$ cat config.mk
export PLATFORM = sky130hd
export DESIGN_NAME = asrsc_ctrl
export DESIGN_NICKNAME = d
export VERILOG_FILES = /design/src/rtl/asrsc_pkg.sv /design/src/rtl/asrsc_ctrl.sv /design/src/rtl/asrsc_fifo.sv
export SDC_FILE = /design/constraint.sdc
export NUM_CORES = 1
export LEC_CHECK = 0
export BUFFER_PORTS_ARGS = -buffer_cell sky130_fd_sc_hd__buf_4
export CAP_MARGIN = 5
export CORE_AREA = 10 10 192 239
export DETAILED_ROUTE_END_ITERATION = 10
export DIE_AREA = 0 0 202 249
export GPL_TIMING_DRIVEN = 0
export PLACE_DENSITY = 0.75
export RECOVER_POWER = 100
export SLEW_MARGIN = 40
export SYNTH_ARGS = -nofsm -noshare
export SYNTH_HDL_FRONTEND = slang
export SYNTH_HIERARCHICAL = 1
export SYNTH_SLANG_ARGS = --single-unit
export TNS_END_PERCENT = 50
$ cat constraint.sdc
create_clock -name mclk -period 4.86 [get_ports mclk]
set_clock_uncertainty 0.2 [all_clocks]
set_input_delay 0.972 -clock mclk [delete_from_list [all_inputs] [get_ports mclk]]
set_output_delay 0.972 -clock mclk [all_outputs]
set_load 0.02 [all_outputs]
$ cat src/rtl/asrsc_pkg.sv
// Package of constants for the converter readout and sync control block.
// Assumes every CLKS count is in master-clock cycles of mclk; SYNC_CYCLES and PDOWN_CYCLES count conversion cycles.
package asrsc_pkg;
	localparam int RESULT_BITS     = 24;
	localparam int CYCLE_CLKS      = 384;
	localparam int READY_CLKS      = 36;
	localparam int SHIFT_CLKS      = 348;
	localparam int LOAD_CLKS       = 6;
	localparam int LOW_CLKS        = 6;
	localparam int HIGH_CLKS       = 6;
	localparam int CLOSE_CLKS      = 24;
	localparam int SYNC_PULSE_CLKS = 3;
	localparam int SYNC_CYCLES     = 4;
	localparam int PDOWN_CYCLES    = 20;
	localparam int VALID_STROBE    = 6;
	localparam int MOD_DIV         = 6;
	localparam int OSR             = 64;
	localparam int SYNC_START_CLKS = 314;
	localparam int WAKE_START_CLKS = 592;
	localparam int FIFO_DEPTH      = 16;
	localparam logic [8:0] CNT_RESET = 9'h000;
	typedef enum logic [2:0] {ASRSC_LOAD, ASRSC_LOW, ASRSC_HIGH, ASRSC_SHIFT,
		ASRSC_CLOSE, ASRSC_PULSE, ASRSC_HOLD, ASRSC_START} asrsc_phase_e;
endpackage

$ cat src/rtl/asrsc_ctrl.sv
// Readout, ready strobe, synchronisation and power-down control of a
// 24-bit converter, with results queued through a FIFO.
// Assumes sclk is synchronous to mclk and the filter supplies results.
module asrsc_ctrl
	import asrsc_pkg::*;
#(
	parameter int BITS  = RESULT_BITS,
	parameter int DEPTH = FIFO_DEPTH
)(
	input  wire logic            mclk,
	input  wire logic            reset,
	input  wire logic            sclk,
	input  wire logic [BITS-1:0] result_data,
	input  wire logic            result_valid,
	output logic                 result_ready,
	output logic                 ready_and_serial_out_pin,
	output logic                 mod_clk_en,
	output logic                 mod_reset,
	output logic                 power_down,
	output logic                 data_valid
);
	//////////////////////////////////////////////////////////////////////
	asrsc_phase_e     phase;
	asrsc_phase_e     next_phase;
	logic [9:0]       cnt;
	logic [9:0]       next_cnt;
	logic [BITS-1:0]  result_shift_register;
	logic [BITS-1:0]  next_shift;
	logic [4:0]       ptr;
	logic [4:0]       next_ptr;
	logic             pin;
	logic             next_pin;
	logic             sclk_d;
	logic [4:0]       hi_cycles;
	logic [4:0]       next_hi_cycles;
	logic [2:0]       strobes;
	logic [2:0]       next_strobes;
	logic             pdown;
	logic             next_pdown;
	logic [2:0]       div;
	logic [2:0]       next_div;
	logic [BITS-1:0]  fifo_data;
	logic             fifo_valid;
	logic             fifo_take;
	logic             cycle_end;
	logic             sclk_fall;
	logic             sclk_rise;
	logic             dropped;
	logic             next_dropped;
	logic             cold_start;

	function automatic logic [9:0] cnt10(input int v);
		return 10'(v - 1);
	endfunction

	asrsc_fifo #(.WIDTH(BITS), .DEPTH(DEPTH)) u_fifo (
		.mclk      (mclk),
		.reset     (reset),
		.in_data   (result_data),
		.in_valid  (result_valid),
		.in_ready  (result_ready),
		.out_data  (fifo_data),
		.out_valid (fifo_valid),
		.out_ready (fifo_take)
	);

	assign sclk_fall = sclk_d && !sclk;
	assign sclk_rise = !sclk_d && sclk;
	// The closing high interval runs on through the load, so the pin stays high
	// for 24 clocks before the low strobe and the cycle sums to 384 clocks.
	assign cycle_end  = phase == ASRSC_CLOSE && cnt == cnt10(CLOSE_CLKS - LOAD_CLKS);
	// The load takes the next result; an empty FIFO repeats the old one.
	assign fifo_take  = cycle_end && fifo_valid;
	// A power-down leaves the hold counter at its end value until the restart.
	assign cold_start = hi_cycles == 5'(PDOWN_CYCLES);

	//////////////////////////////////////////////////////////////////////
	// Phase sequencer and pin driver.
	always_comb
	begin
		next_phase     = phase;
		next_cnt       = cnt + 10'h001;
		next_shift     = result_shift_register;
		next_ptr       = ptr;
		next_pin       = pin;
		next_hi_cycles = hi_cycles;
		next_strobes   = strobes;
		next_pdown     = pdown;
		// Only a cycle in which every sample of sclk was high counts toward a sync.
		next_dropped   = cycle_end ? !sclk : (dropped || !sclk);
		case (phase)
			ASRSC_LOAD:
			begin
				next_ptr = 5'h00;
				next_pin = 1'b1;
				if (cnt == cnt10(LOAD_CLKS))
				begin
					next_phase = ASRSC_LOW;
					next_cnt   = '0;
					next_pin   = 1'b0;
					if (strobes != 3'(VALID_STROBE))
						next_strobes = strobes + 3'h1;
				end
			end
			ASRSC_LOW:
				if (cnt == cnt10(LOW_CLKS))
				begin
					next_phase = ASRSC_HIGH;
					next_cnt   = '0;
					next_pin   = 1'b1;
				end
			ASRSC_HIGH:
				if (cnt == cnt10(HIGH_CLKS))
				begin
					next_phase = ASRSC_SHIFT;
					next_cnt   = '0;
					next_pin   = result_shift_register[BITS-1];
				end
			ASRSC_SHIFT:
			begin
				if (sclk_fall && ptr != 5'(BITS))
				begin
					next_ptr = ptr + 5'h01;
					next_pin = (ptr == 5'(BITS - 1)) ? 1'b0
						: result_shift_register[5'(BITS - 2) - ptr];
				end
				else if (sclk_fall)
					next_pin = 1'b0;
				if (cnt == cnt10(SHIFT_CLKS))
				begin
					next_phase = ASRSC_CLOSE;
					next_cnt   = '0;
					next_pin   = 1'b1;
					next_ptr   = 5'h00;
				end
			end
			ASRSC_CLOSE:
				if (cycle_end)
				begin
					next_phase = ASRSC_LOAD;
					next_cnt   = '0;
					if (fifo_valid)
						next_shift = fifo_data;
					next_hi_cycles = (sclk && !dropped) ? hi_cycles + 5'h01 : 5'h00;
					if (sclk && !dropped && hi_cycles == 5'(SYNC_CYCLES - 1))
					begin
						next_phase = ASRSC_PULSE;
						next_pin   = 1'b0;
					end
				end
			ASRSC_PULSE:
				if (cnt == cnt10(SYNC_PULSE_CLKS))
				begin
					next_phase = ASRSC_HOLD;
					next_cnt   = '0;
					next_pin   = 1'b1;
				end
			ASRSC_HOLD:
			begin
				if (cnt == cnt10(CYCLE_CLKS))
				begin
					next_cnt = '0;
					if (hi_cycles != 5'(PDOWN_CYCLES))
						next_hi_cycles = hi_cycles + 5'h01;
					if (hi_cycles == 5'(PDOWN_CYCLES - 1))
						next_pdown = 1'b1;
				end
				if (!sclk)
				begin
					next_phase   = ASRSC_START;
					next_cnt     = '0;
					next_strobes = 3'h0;
					next_pdown   = 1'b0;
				end
			end
			ASRSC_START:
			begin
				// Restart delay differs after power-down, where the filter restarts cold.
				if (cnt == (cold_start ? cnt10(WAKE_START_CLKS - LOAD_CLKS)
					: cnt10(SYNC_START_CLKS - LOAD_CLKS)))
				begin
					next_phase     = ASRSC_LOAD;
					next_cnt       = '0;
					next_hi_cycles = 5'h00;
				end
			end
			default:
			begin
				next_phase = ASRSC_LOAD;
				next_cnt   = '0;
			end
		endcase
	end

	always_comb
	begin
		next_div = (div == 3'(MOD_DIV - 1)) ? 3'h0 : div + 3'h1;
	end

	always_ff @(posedge mclk or posedge reset)
	begin
		if (reset)
		begin
			phase                 <= ASRSC_LOAD;
			cnt                   <= '0;
			result_shift_register <= '0;
			ptr                   <= '0;
			pin                   <= 1'b1;
			sclk_d                <= 1'b0;
			hi_cycles             <= '0;
			strobes               <= '0;
			pdown                 <= 1'b0;
			div                   <= '0;
			dropped               <= 1'b1;
		end
		else
		begin
			phase                 <= next_phase;
			cnt                   <= next_cnt;
			result_shift_register <= next_shift;
			ptr                   <= next_ptr;
			pin                   <= next_pin;
			sclk_d                <= sclk;
			hi_cycles             <= next_hi_cycles;
			strobes               <= next_strobes;
			pdown                 <= next_pdown;
			div                   <= next_div;
			dropped               <= next_dropped;
		end
	end

	assign ready_and_serial_out_pin = pin;
	// The modulator is held only once the three-clock pulse is over.
	assign mod_reset  = phase == ASRSC_HOLD;
	assign power_down = pdown;
	assign mod_clk_en = div == 3'h0 && !mod_reset;
	assign data_valid = strobes == 3'(VALID_STROBE);

	// Clocks since the last strobe; disarmed across a restart, whose first
	// period is not a full cycle.
	logic [9:0] gap_cnt;
	logic [9:0] next_gap_cnt;
	logic       gap_armed;
	logic       next_gap_armed;

	always_comb
	begin
		next_gap_cnt   = (gap_cnt == 10'h3FF) ? gap_cnt : gap_cnt + 10'h001;
		next_gap_armed = gap_armed && !mod_reset && phase != ASRSC_START;
		if (phase == ASRSC_LOAD && next_phase == ASRSC_LOW)
		begin
			next_gap_cnt   = 10'h000;
			next_gap_armed = 1'b1;
		end
	end

	always_ff @(posedge mclk or posedge reset)
	begin
		if (reset)
		begin
			gap_cnt   <= 10'h000;
			gap_armed <= 1'b0;
		end
		else
		begin
			gap_cnt   <= next_gap_cnt;
			gap_armed <= next_gap_armed;
		end
	end
endmodule

$ cat src/rtl/asrsc_fifo.sv
// Result FIFO between the conversion source and the readout shifter.
// Assumes a single clock; both sides use valid and ready.
module asrsc_fifo
	import asrsc_pkg::*;
#(
	parameter int WIDTH = 24,
	parameter int DEPTH = 16
)(
	input  wire logic             mclk,
	input  wire logic             reset,
	input  wire logic [WIDTH-1:0] in_data,
	input  wire logic             in_valid,
	output logic                  in_ready,
	output logic      [WIDTH-1:0] out_data,
	output logic                  out_valid,
	input  wire logic             out_ready
);
	localparam int AW = $clog2(DEPTH);
	logic [WIDTH-1:0] mem [DEPTH];
	logic [AW:0]      wr_ptr;
	logic [AW:0]      rd_ptr;
	logic [AW:0]      next_wr_ptr;
	logic [AW:0]      next_rd_ptr;
	logic             do_wr;
	logic             do_rd;
	logic [WIDTH-1:0] next_out_data;

	assign in_ready  = (wr_ptr - rd_ptr) != (AW+1)'(DEPTH);
	assign out_valid = wr_ptr != rd_ptr;
	assign do_wr     = in_valid && in_ready;
	assign do_rd     = out_valid && out_ready;

	always_comb
	begin
		next_wr_ptr = do_wr ? wr_ptr + 1'b1 : wr_ptr;
		next_rd_ptr = do_rd ? rd_ptr + 1'b1 : rd_ptr;
		// A word written into the slot that is read next is passed straight through,
		// because the array shows it only one clock later.
		if (do_wr && next_rd_ptr[AW-1:0] == wr_ptr[AW-1:0])
			next_out_data = in_data;
		else
			next_out_data = mem[next_rd_ptr[AW-1:0]];
	end

	always_ff @(posedge mclk or posedge reset)
	begin
		if (reset)
		begin
			wr_ptr   <= '0;
			rd_ptr   <= '0;
			out_data <= '0;
		end
		else
		begin
			wr_ptr   <= next_wr_ptr;
			rd_ptr   <= next_rd_ptr;
			out_data <= next_out_data;
		end
	end

	always_ff @(posedge mclk)
	begin
		if (do_wr)
			mem[wr_ptr[AW-1:0]] <= in_data;
	end
endmodule

==> results of run 1 <==
-- per-stage QoR --
step           hold WS, ns  cells  instance area [um^2]
2_1_floorplan        0.256   1462                 23100
3_3_place_gp         0.259   2047                 24100
3_5_place_dp         0.265   2074                 24500
4_1_cts              0.144   2154                 26100
5_1_grt              0.290   2154                 25900
6_report             0.277   2154                 25900
-- layout by cell type, fill, tap and decap left out, types with 18 or more instances in the layout --
master | Yosys | final
edfxtp_1 | 384 | 384
mux4_2 | 198 | 198
dfrtp_1 | 89 | 89
clkbuf_1 | 57 | 88
nand2_1 | 82 | 81
o21ai_0 | 65 | 65
nor2_1 | 56 | 56
a21oi_1 | 54 | 54
inv_1 | 53 | 49
clkbuf_16 | 0 | 48
o22ai_1 | 47 | 47
buf_2 | 35 | 41
mux2i_1 | 50 | 36
mux2_2 | 27 | 27
a31oi_1 | 25 | 25
a2bb2oi_1 | 23 | 23
clkbuf_2 | 0 | 21
a22oi_1 | 21 | 21
xnor2_1 | 20 | 19
ha_1 | 18 | 18
-- area by class of cell --
type / count / area (um^2)
Clock inverter: 13 / 114
Timing Repair Buffer: 62 / 425
Sequential cell: 475 / 13800
Buffer: 104 / 485
Clock buffer: 67 / 1320
Tap cell: 552 / 691
Inverter: 54 / 205
Multi-Input combinational cell: 827 / 8830
Fill cell: 2915 / 15100
-- power by group through the flow --
stage	logic [W]	registers (W)	clock network [W]
finish	0.00111	0.00496	0.00346
global route	0.00117	0.00499	0.00368
CTS	0.00113	0.00495	0.00352
detailed placement	0.00111	0.00503	0
global placement	0.000954	0.00502	0
floorplan	0.000646	0.00497	0
-- layer usage --
layer | up-vias | GRT usage [%] | routed length (um)
met3 | 218 | 5.58 | 6160
met4 | 0 | 11.8 | 3170
met2 | 928 | 41.3 | 31500
met1 | 7589 | 28.5 | 21100
met5 | - | 0 | 0
li1 | 6120 | - | -
-- flip-flops by register name, indices dropped and copies added (netlist names) --
name	count
ready_and_serial_out_pin	1
cnt	10
div	3
ptr	5
hi_cycles	5
u_fifo/wr_ptr	5
power_down	1
u_fifo/rd_ptr	5
u_fifo/mem	384
dropped	1
result_shift_register	24
sclk_d	1
phase	3
strobes	3
u_fifo/out_data	24
-- how the worst max path moves through the flow --
stage                          endpoint  depth (start not counted)        startpoint  slack (ns)
finish              u_fifo/out_data[11]                         17  u_fifo/rd_ptr[2]        0.08
global route         u_fifo/out_data[6]                         17  u_fifo/rd_ptr[2]      -0.004
CTS                 u_fifo/out_data[20]                         16  u_fifo/rd_ptr[2]        0.01
detailed placement   u_fifo/out_data[5]                         18  u_fifo/rd_ptr[2]       -1.70
global placement       u_fifo/mem[3][8]                         11  u_fifo/rd_ptr[2]       -3.09
floorplan             u_fifo/mem[11][0]                         11  u_fifo/rd_ptr[2]       -0.03
-- cells by family (layout without fill, tap and decap cells) --
logic type	after synthesis	after routing
compound gates	271	271
xor+xnor	30	30
fa+ha+maj	18	18
buf+inv	160	300
flops	475	475
mux	275	275
simple gates	233	233
-- critical path: cells and delay by family (launching register included) --
family	cells	cell delay (ns)
and+or+nand+nor	4	0.79
xor gates and xnor gates	1	0.16
buffers and inverters	7	1.85
adders and majority gates	1	0.37
AOI/OAI and AO/OA	3	0.63
DFF	1	0.45
muxes	1	0.15
-- timing repair --
action / in CTS / in global routing
resized for setup: 29 / 27
setup endpoints to repair: 299 / 24
setup buffers: 1 / 1
pin swaps: 0 / 1
==> flow_metrics.tcl, run 1 <==
set metrics [dict create \
    setup_viol 0 \
    synth_mux_area_share_pct 22.8 \
    die-area_um2 50300 \
    syn_inst 1462 \
    coreArea_um2 41000 \
    yosys.area_share.adder_pct 0.973 \
    diodes 0 \
    timing.final.crit_share_pct 98.3 \
    fin_ws_ns 0.0814 \
    ir_drop_mv 0.307 \
    ys_seq_area_share_pct 59.7 \
    p_leak_nw 8.83 \
    failed_checks "max-capacitance violations, max-slew violations" \
    grt_max_degree 42 \
    crit_arrival_ns 4.99 \
    powerDensity_nw_per_um2 368 \
    synthSimpleGateAreaFrac_pct 4.88 \
    p_sw_share_pct 24.3 \
    yosysMostFrequentCell "edfxtp_1" \
    worstHoldEndpoint "result_shift_register[7]" \
    r2r-end "u_fifo/out_data[11]" \
    grt_pass1_wl_um 93500 \
    power.total_w 0.00953 \
    synth_compound_area_share_pct 7.53 \
    clkPwrFrac_pct 36.3 \
    first_pass_iters 6 \
    crit_type "reg -> reg" \
    crit_top_cell "clkbuf_4" \
    port_buffers 33 \
    cts_tree "done" \
    fmax_ghz 0.209 \
    ys.flop_type "edfxtp_1" \
    vias 14900 \
    die_h_um 249 \
    wl_per_cell_um 28.8 \
    hpwl_um 43700 \
    antenna_found_initial 1 \
    clock_sinks 475 \
    ys_warn_count 6 \
    drt_iter0_markers 1513 \
    p_int_w 0.00721 \
    synth.area.top_cells "edfxtp_1 (50%), mux4_2 (19%), dfrtp_1 (9.6%)" \
    ant_nets 0 \
    place_ws_ns -1.70 \
    initial_core_util_pct 56.4 \
    grt_pass1_vias 15500 \
    slew_headroom_pct -48.7 \
    worstHoldPathType "reg -> reg" \
    maxCapViolCount 2 \
    grt_overflow_total 0 \
    nNetsFinal 1617 \
    cts.htree.levels 2 \
    cts_buffers 47 \
    synthToLayoutAreaGrowth_pct 11.9 \
    place_congestion 0.926 \
    postLayoutCoreUtil_pct 63.1 \
    ys_seq_elements 475 \
    cts_root_buf "clkbuf_16" \
    final-hold-violation-count 0 \
    status "finished, violations left" \
    hold_path_startpoint "u_fifo/out_data[7]" \
    clockBufferDepth 3 \
    drv_slew 77 \
    synth_edf_count 384 \
    die_w_um 202 \
    worst_pin_slew_ns 2.23 \
    track_usage_pct 24.3 \
    postCtsHoldBufs 0 \
    p_comb_share_pct 11.6 \
    clk_pin_slew_ns 0.06 \
    row_count 83 \
    clock_latency_ns 0.56 \
    tns_ns 0 \
    worstPathRequired_ns 5.07 \
    cp_max_fo 16 \
    routed_via_density 6.90 \
    synth_top_area_share_pct 49.8 \
    reg2reg_slack_ns 0.08 \
    synthXorXnorAreaFrac_pct 1.32 \
    r2r_start "u_fifo/rd_ptr[2]" \
    syn_area_um2 23100 \
    drc 0 \
    hold_path_depth 1 \
    cp-start-kind "flop" \
    max_stage_delay_ns 0.60 \
    p_switching_w 0.00232 \
    netlist_top_cells_count "edfxtp_1 (384), mux4_2 (198), dfrtp_1 (89)" \
    synth_top_area_cell "edfxtp_1" \
    slowest_stage "clkbuf_1" \
    end_kind "flop" \
    ys_async_sr_fraction_pct 19.2 \
    wl_um 62000 \
    boundaryPins 34 \
    syn_nets 1508 \
    synth_top_family_by_area "multiplexers" \
    synth_cell_types 67 \
    period_minus_slack_ns 4.78 \
    syn_avg_cell_area_um2 15.8 \
    pwr-share-seq_pct 52.0 \
    drive_gt1_share_pct 26.6 \
    rr_worst_depth 17 \
    worstPathCellList "clkbuf_4, inv_1, clkbuf_4, clkbuf_4, ha_1, and4_2, nand2_1, nand2_4, inv_2, nand4_1, a21oi_4, xnor2_4, inv_2, clkbuf_1, a31oi_1, a22oi_1, mux2i_4" \
]
Power figures use the tool's default switching activity.
==> run 2, diff against run 1 <==
- CORE_AREA: 10 10 192 239 -> 10 10 190 236
- DIE_AREA: 0 0 202 249 -> 0 0 200 246
- SYNTH_HIERARCHICAL: 1 -> unset
==> flow_metrics.tcl, run 2 <==
set metrics [dict create \
    row_count 82 \
    track_usage_pct 27.9 \
    ir_drop_mv 0.286 \
    ant_nets 0 \
    nNetsFinal 2003 \
    drv_slew 94 \
    die_h_um 246 \
    postLayoutCoreUtil_pct 62.4 \
    worstPathCellList "clkbuf_2, inv_1, ha_1, and4_1, buf_2, a21o_1, buf_2, o211ai_1, buf_2, clkbuf_1, a21oi_1, nor4_1, or4_1, mux2_4" \
    synth_compound_area_share_pct 15.6 \
    crit_arrival_ns 5.10 \
    grt_pass1_wl_um 104000 \
    synth_top_area_cell "edfxtp_1" \
    vias 17300 \
    routed_via_density 6.83 \
    period_minus_slack_ns 4.79 \
    failed_checks "max-capacitance violations, max-slew violations" \
    cp-start-kind "flop" \
    cp_num_buf_inv 6 \
    cts_buffers 48 \
    cts_root_buf "clkbuf_16" \
    boundaryPins 34 \
    first_pass_iters 8 \
    slew_headroom_pct -43.7 \
    synth_top_family_by_area "compound AO/OA/AOI/OAI gates" \
    yosysMostFrequentCell "edfxtp_1" \
    cp_top_family "buffers and inverters" \
    wl_um 69100 \
    cts_tree "done" \
    crit_top_cell "buf_2" \
    powerDensity_nw_per_um2 377 \
    p_leak_nw 8.28 \
    synth_cell_types 65 \
    ys_seq_area_share_pct 60.9 \
    drc 0 \
    cp_max_fo 10 \
    synth_edf_count 384 \
    ys_warn_count 0 \
    synthToLayoutAreaGrowth_pct 10.4 \
    die_w_um 200 \
    drive_gt1_share_pct 9.40 \
    end_kind "flop" \
    initial_core_util_pct 56.5 \
    final-hold-violation-count 0 \
    grt_max_degree 48 \
    synth.area.top_cells "edfxtp_1 (51%), dfrtp_1 (9.8%), a21oi_1 (4.3%)" \
    maxCapViolCount 2 \
    grt_overflow_total 0 \
    nFillCells 3071 \
    yosys.area_share.adder_pct 1.27 \
    clock_sinks 475 \
    fmax_ghz 0.209 \
    worstPathRequired_ns 5.17 \
    drt_iter0_markers 2514 \
    status "finished, violations left" \
    layout_common_cells "edfxtp_1 (384), a21oi_1 (196), clkbuf_1 (147)" \
    die-area_um2 49200 \
    ys_seq_elements 475 \
    ys_async_sr_fraction_pct 19.2 \
    crit_type "reg -> reg" \
    place_inst 2446 \
    final_common_cell "edfxtp_1" \
    clk_pin_slew_ns 0.07 \
    worst_pin_slew_ns 2.16 \
    wl_per_cell_um 27.3 \
    synth_mux_area_share_pct 5.59 \
    place_congestion 0.938 \
    hpwl_um 48800 \
    slowest_stage "clkbuf_1" \
    timing.final.crit_share_pct 98.5 \
    syn_nets 1914 \
    max_stage_delay_ns 0.66 \
    syn_avg_cell_area_um2 12.2 \
    largest_register_ffs 384 \
    synth_top_area_share_pct 50.9 \
    synthSimpleGateAreaFrac_pct 11.6 \
    ys.flop_type "edfxtp_1" \
    clock_latency_ns 0.59 \
    port_buffers 33 \
    setup_viol 0 \
    syn_area_um2 22700 \
    clockBufferDepth 3 \
    synthXorXnorAreaFrac_pct 1.11 \
    antenna_found_initial 2 \
    grt_pass1_vias 17200 \
    worstHoldPathType "reg -> reg" \
    stdcell_count 2536 \
    coreArea_um2 40100 \
    cts.htree.levels 2 \
    netlist_top_cells_count "edfxtp_1 (384), a21oi_1 (196), nand2_1 (108)" \
    syn_inst 1863 \
]
-- run 2: changes by cell type after synthesis, sizes merged, moves of 47 or more --
| cell | delta |
|---|---|
| mux4 | -187 |
| a21oi | +140 |
| nor4 | +92 |
| a211oi | +81 |
| o31ai | +60 |
| o211ai | +50 |
| nand3 | +48 |
| o22ai | -47 |
-- run 2: repair_timing --
item / in CTS / in global routing
cloned: 0 / 0
pin swaps: 1 / 0
resized for setup: 6 / 2
buffers inserted: 2 / 0
hold buffers: 0 / 0
endpoints found under the setup margin: 24 / 3
-- run 2: worst register-to-register path: stages (launching register included) --
cell	delay [ns]
dfrtp_1	0.37
clkbuf_2	0.33
inv_1	0.23
ha_1	0.37
and4_1	0.20
buf_2	0.18
a21o_1	0.25
buf_2	0.29
o211ai_1	0.26
buf_2	0.36
clkbuf_1	0.66
a21oi_1	0.17
nor4_1	0.45
or4_1	0.23
mux2_4	0.17
-- run 2: final timing paths --
| check | start | endpoint | slack (ns) | cells after the start |
|---|---|---|---|---|
| hold reg to reg | u_fifo.out_data[22] | result_shift_register[22] | 0.24 | 2 |
| setup / recovery | u_fifo.rd_ptr[1] | u_fifo.out_data[21] | 0.07 | 14 |
| setup reg to reg | u_fifo.rd_ptr[1] | u_fifo.out_data[21] | 0.07 | 14 |
| hold / removal | u_fifo.out_data[22] | result_shift_register[22] | 0.24 | 2 |
| min in group asynchronous | reset | result_shift_register[7] | 0.67 | 2 |
| max in group asynchronous | reset | u_fifo.wr_ptr[0] | 0.81 | 3 |
-- run 2: cell families after synthesis --
kind of cell / count (synthesis)
AOI/OAI and AO/OA: 547
xor gates and xnor gates: 27
adders and majority gates: 23
buffers and inverters: 196
DFF: 475
muxes: 102
and+or+nand+nor: 493
-- run 2: layout make-up --
| type | count | area (um^2) | area share, % |
|---|---|---|---|
| sequential | 475 | 13800 | 55.2 |
| timing repair buffer | 39 | 175 | 0.700 |
| tap | 546 | 683 | 2.73 |
| multi-input combinational | 1192 | 7960 | 31.8 |
| buffer | 170 | 796 | 3.18 |
| clock buffer | 67 | 1310 | 5.25 |
| antenna | 1 | 2.50 | 0.0100 |
| inverter | 26 | 98.8 | 0.395 |
| clock inverter | 20 | 174 | 0.695 |
-- run 2: per-layer routing --
metal  global-route usage, %  vias to the layer above  part of all wire [%]
met5                       0                        -                     0
met4                    12.4                        0                   4.3
met3                    5.43                      234                    10
met2                    47.0                     1164                    49
met1                    34.1                     8461                    36
li1                        -                     7457                     -
-- run 2: where the power goes --
part	leakage (nW)	internal, W	switching (W)
clock network	0.725	0.00200	0.00158
registers	4.63	0.00481	0.000147
logic	2.93	0.000274	0.000615
total	8.28	0.00708	0.00234
-- run 2: stage by stage --
stage	worst slack (ns)	total power, W	hold WS [ns]	instance area [um^2]	TNS, ns
after floorplan	1.33	0.00554	0.214	22700	0
after CTS	0.292	0.00942	0.201	25300	0
after global routing	-0.000245	0.00967	0.253	25000	-0.000245
after detailed placement	-0.285	0.00593	0.220	23700	-3.39
after global placement	-0.267	0.00586	0.225	23600	-4.13
final	0.0740	0.00942	0.238	25000	0
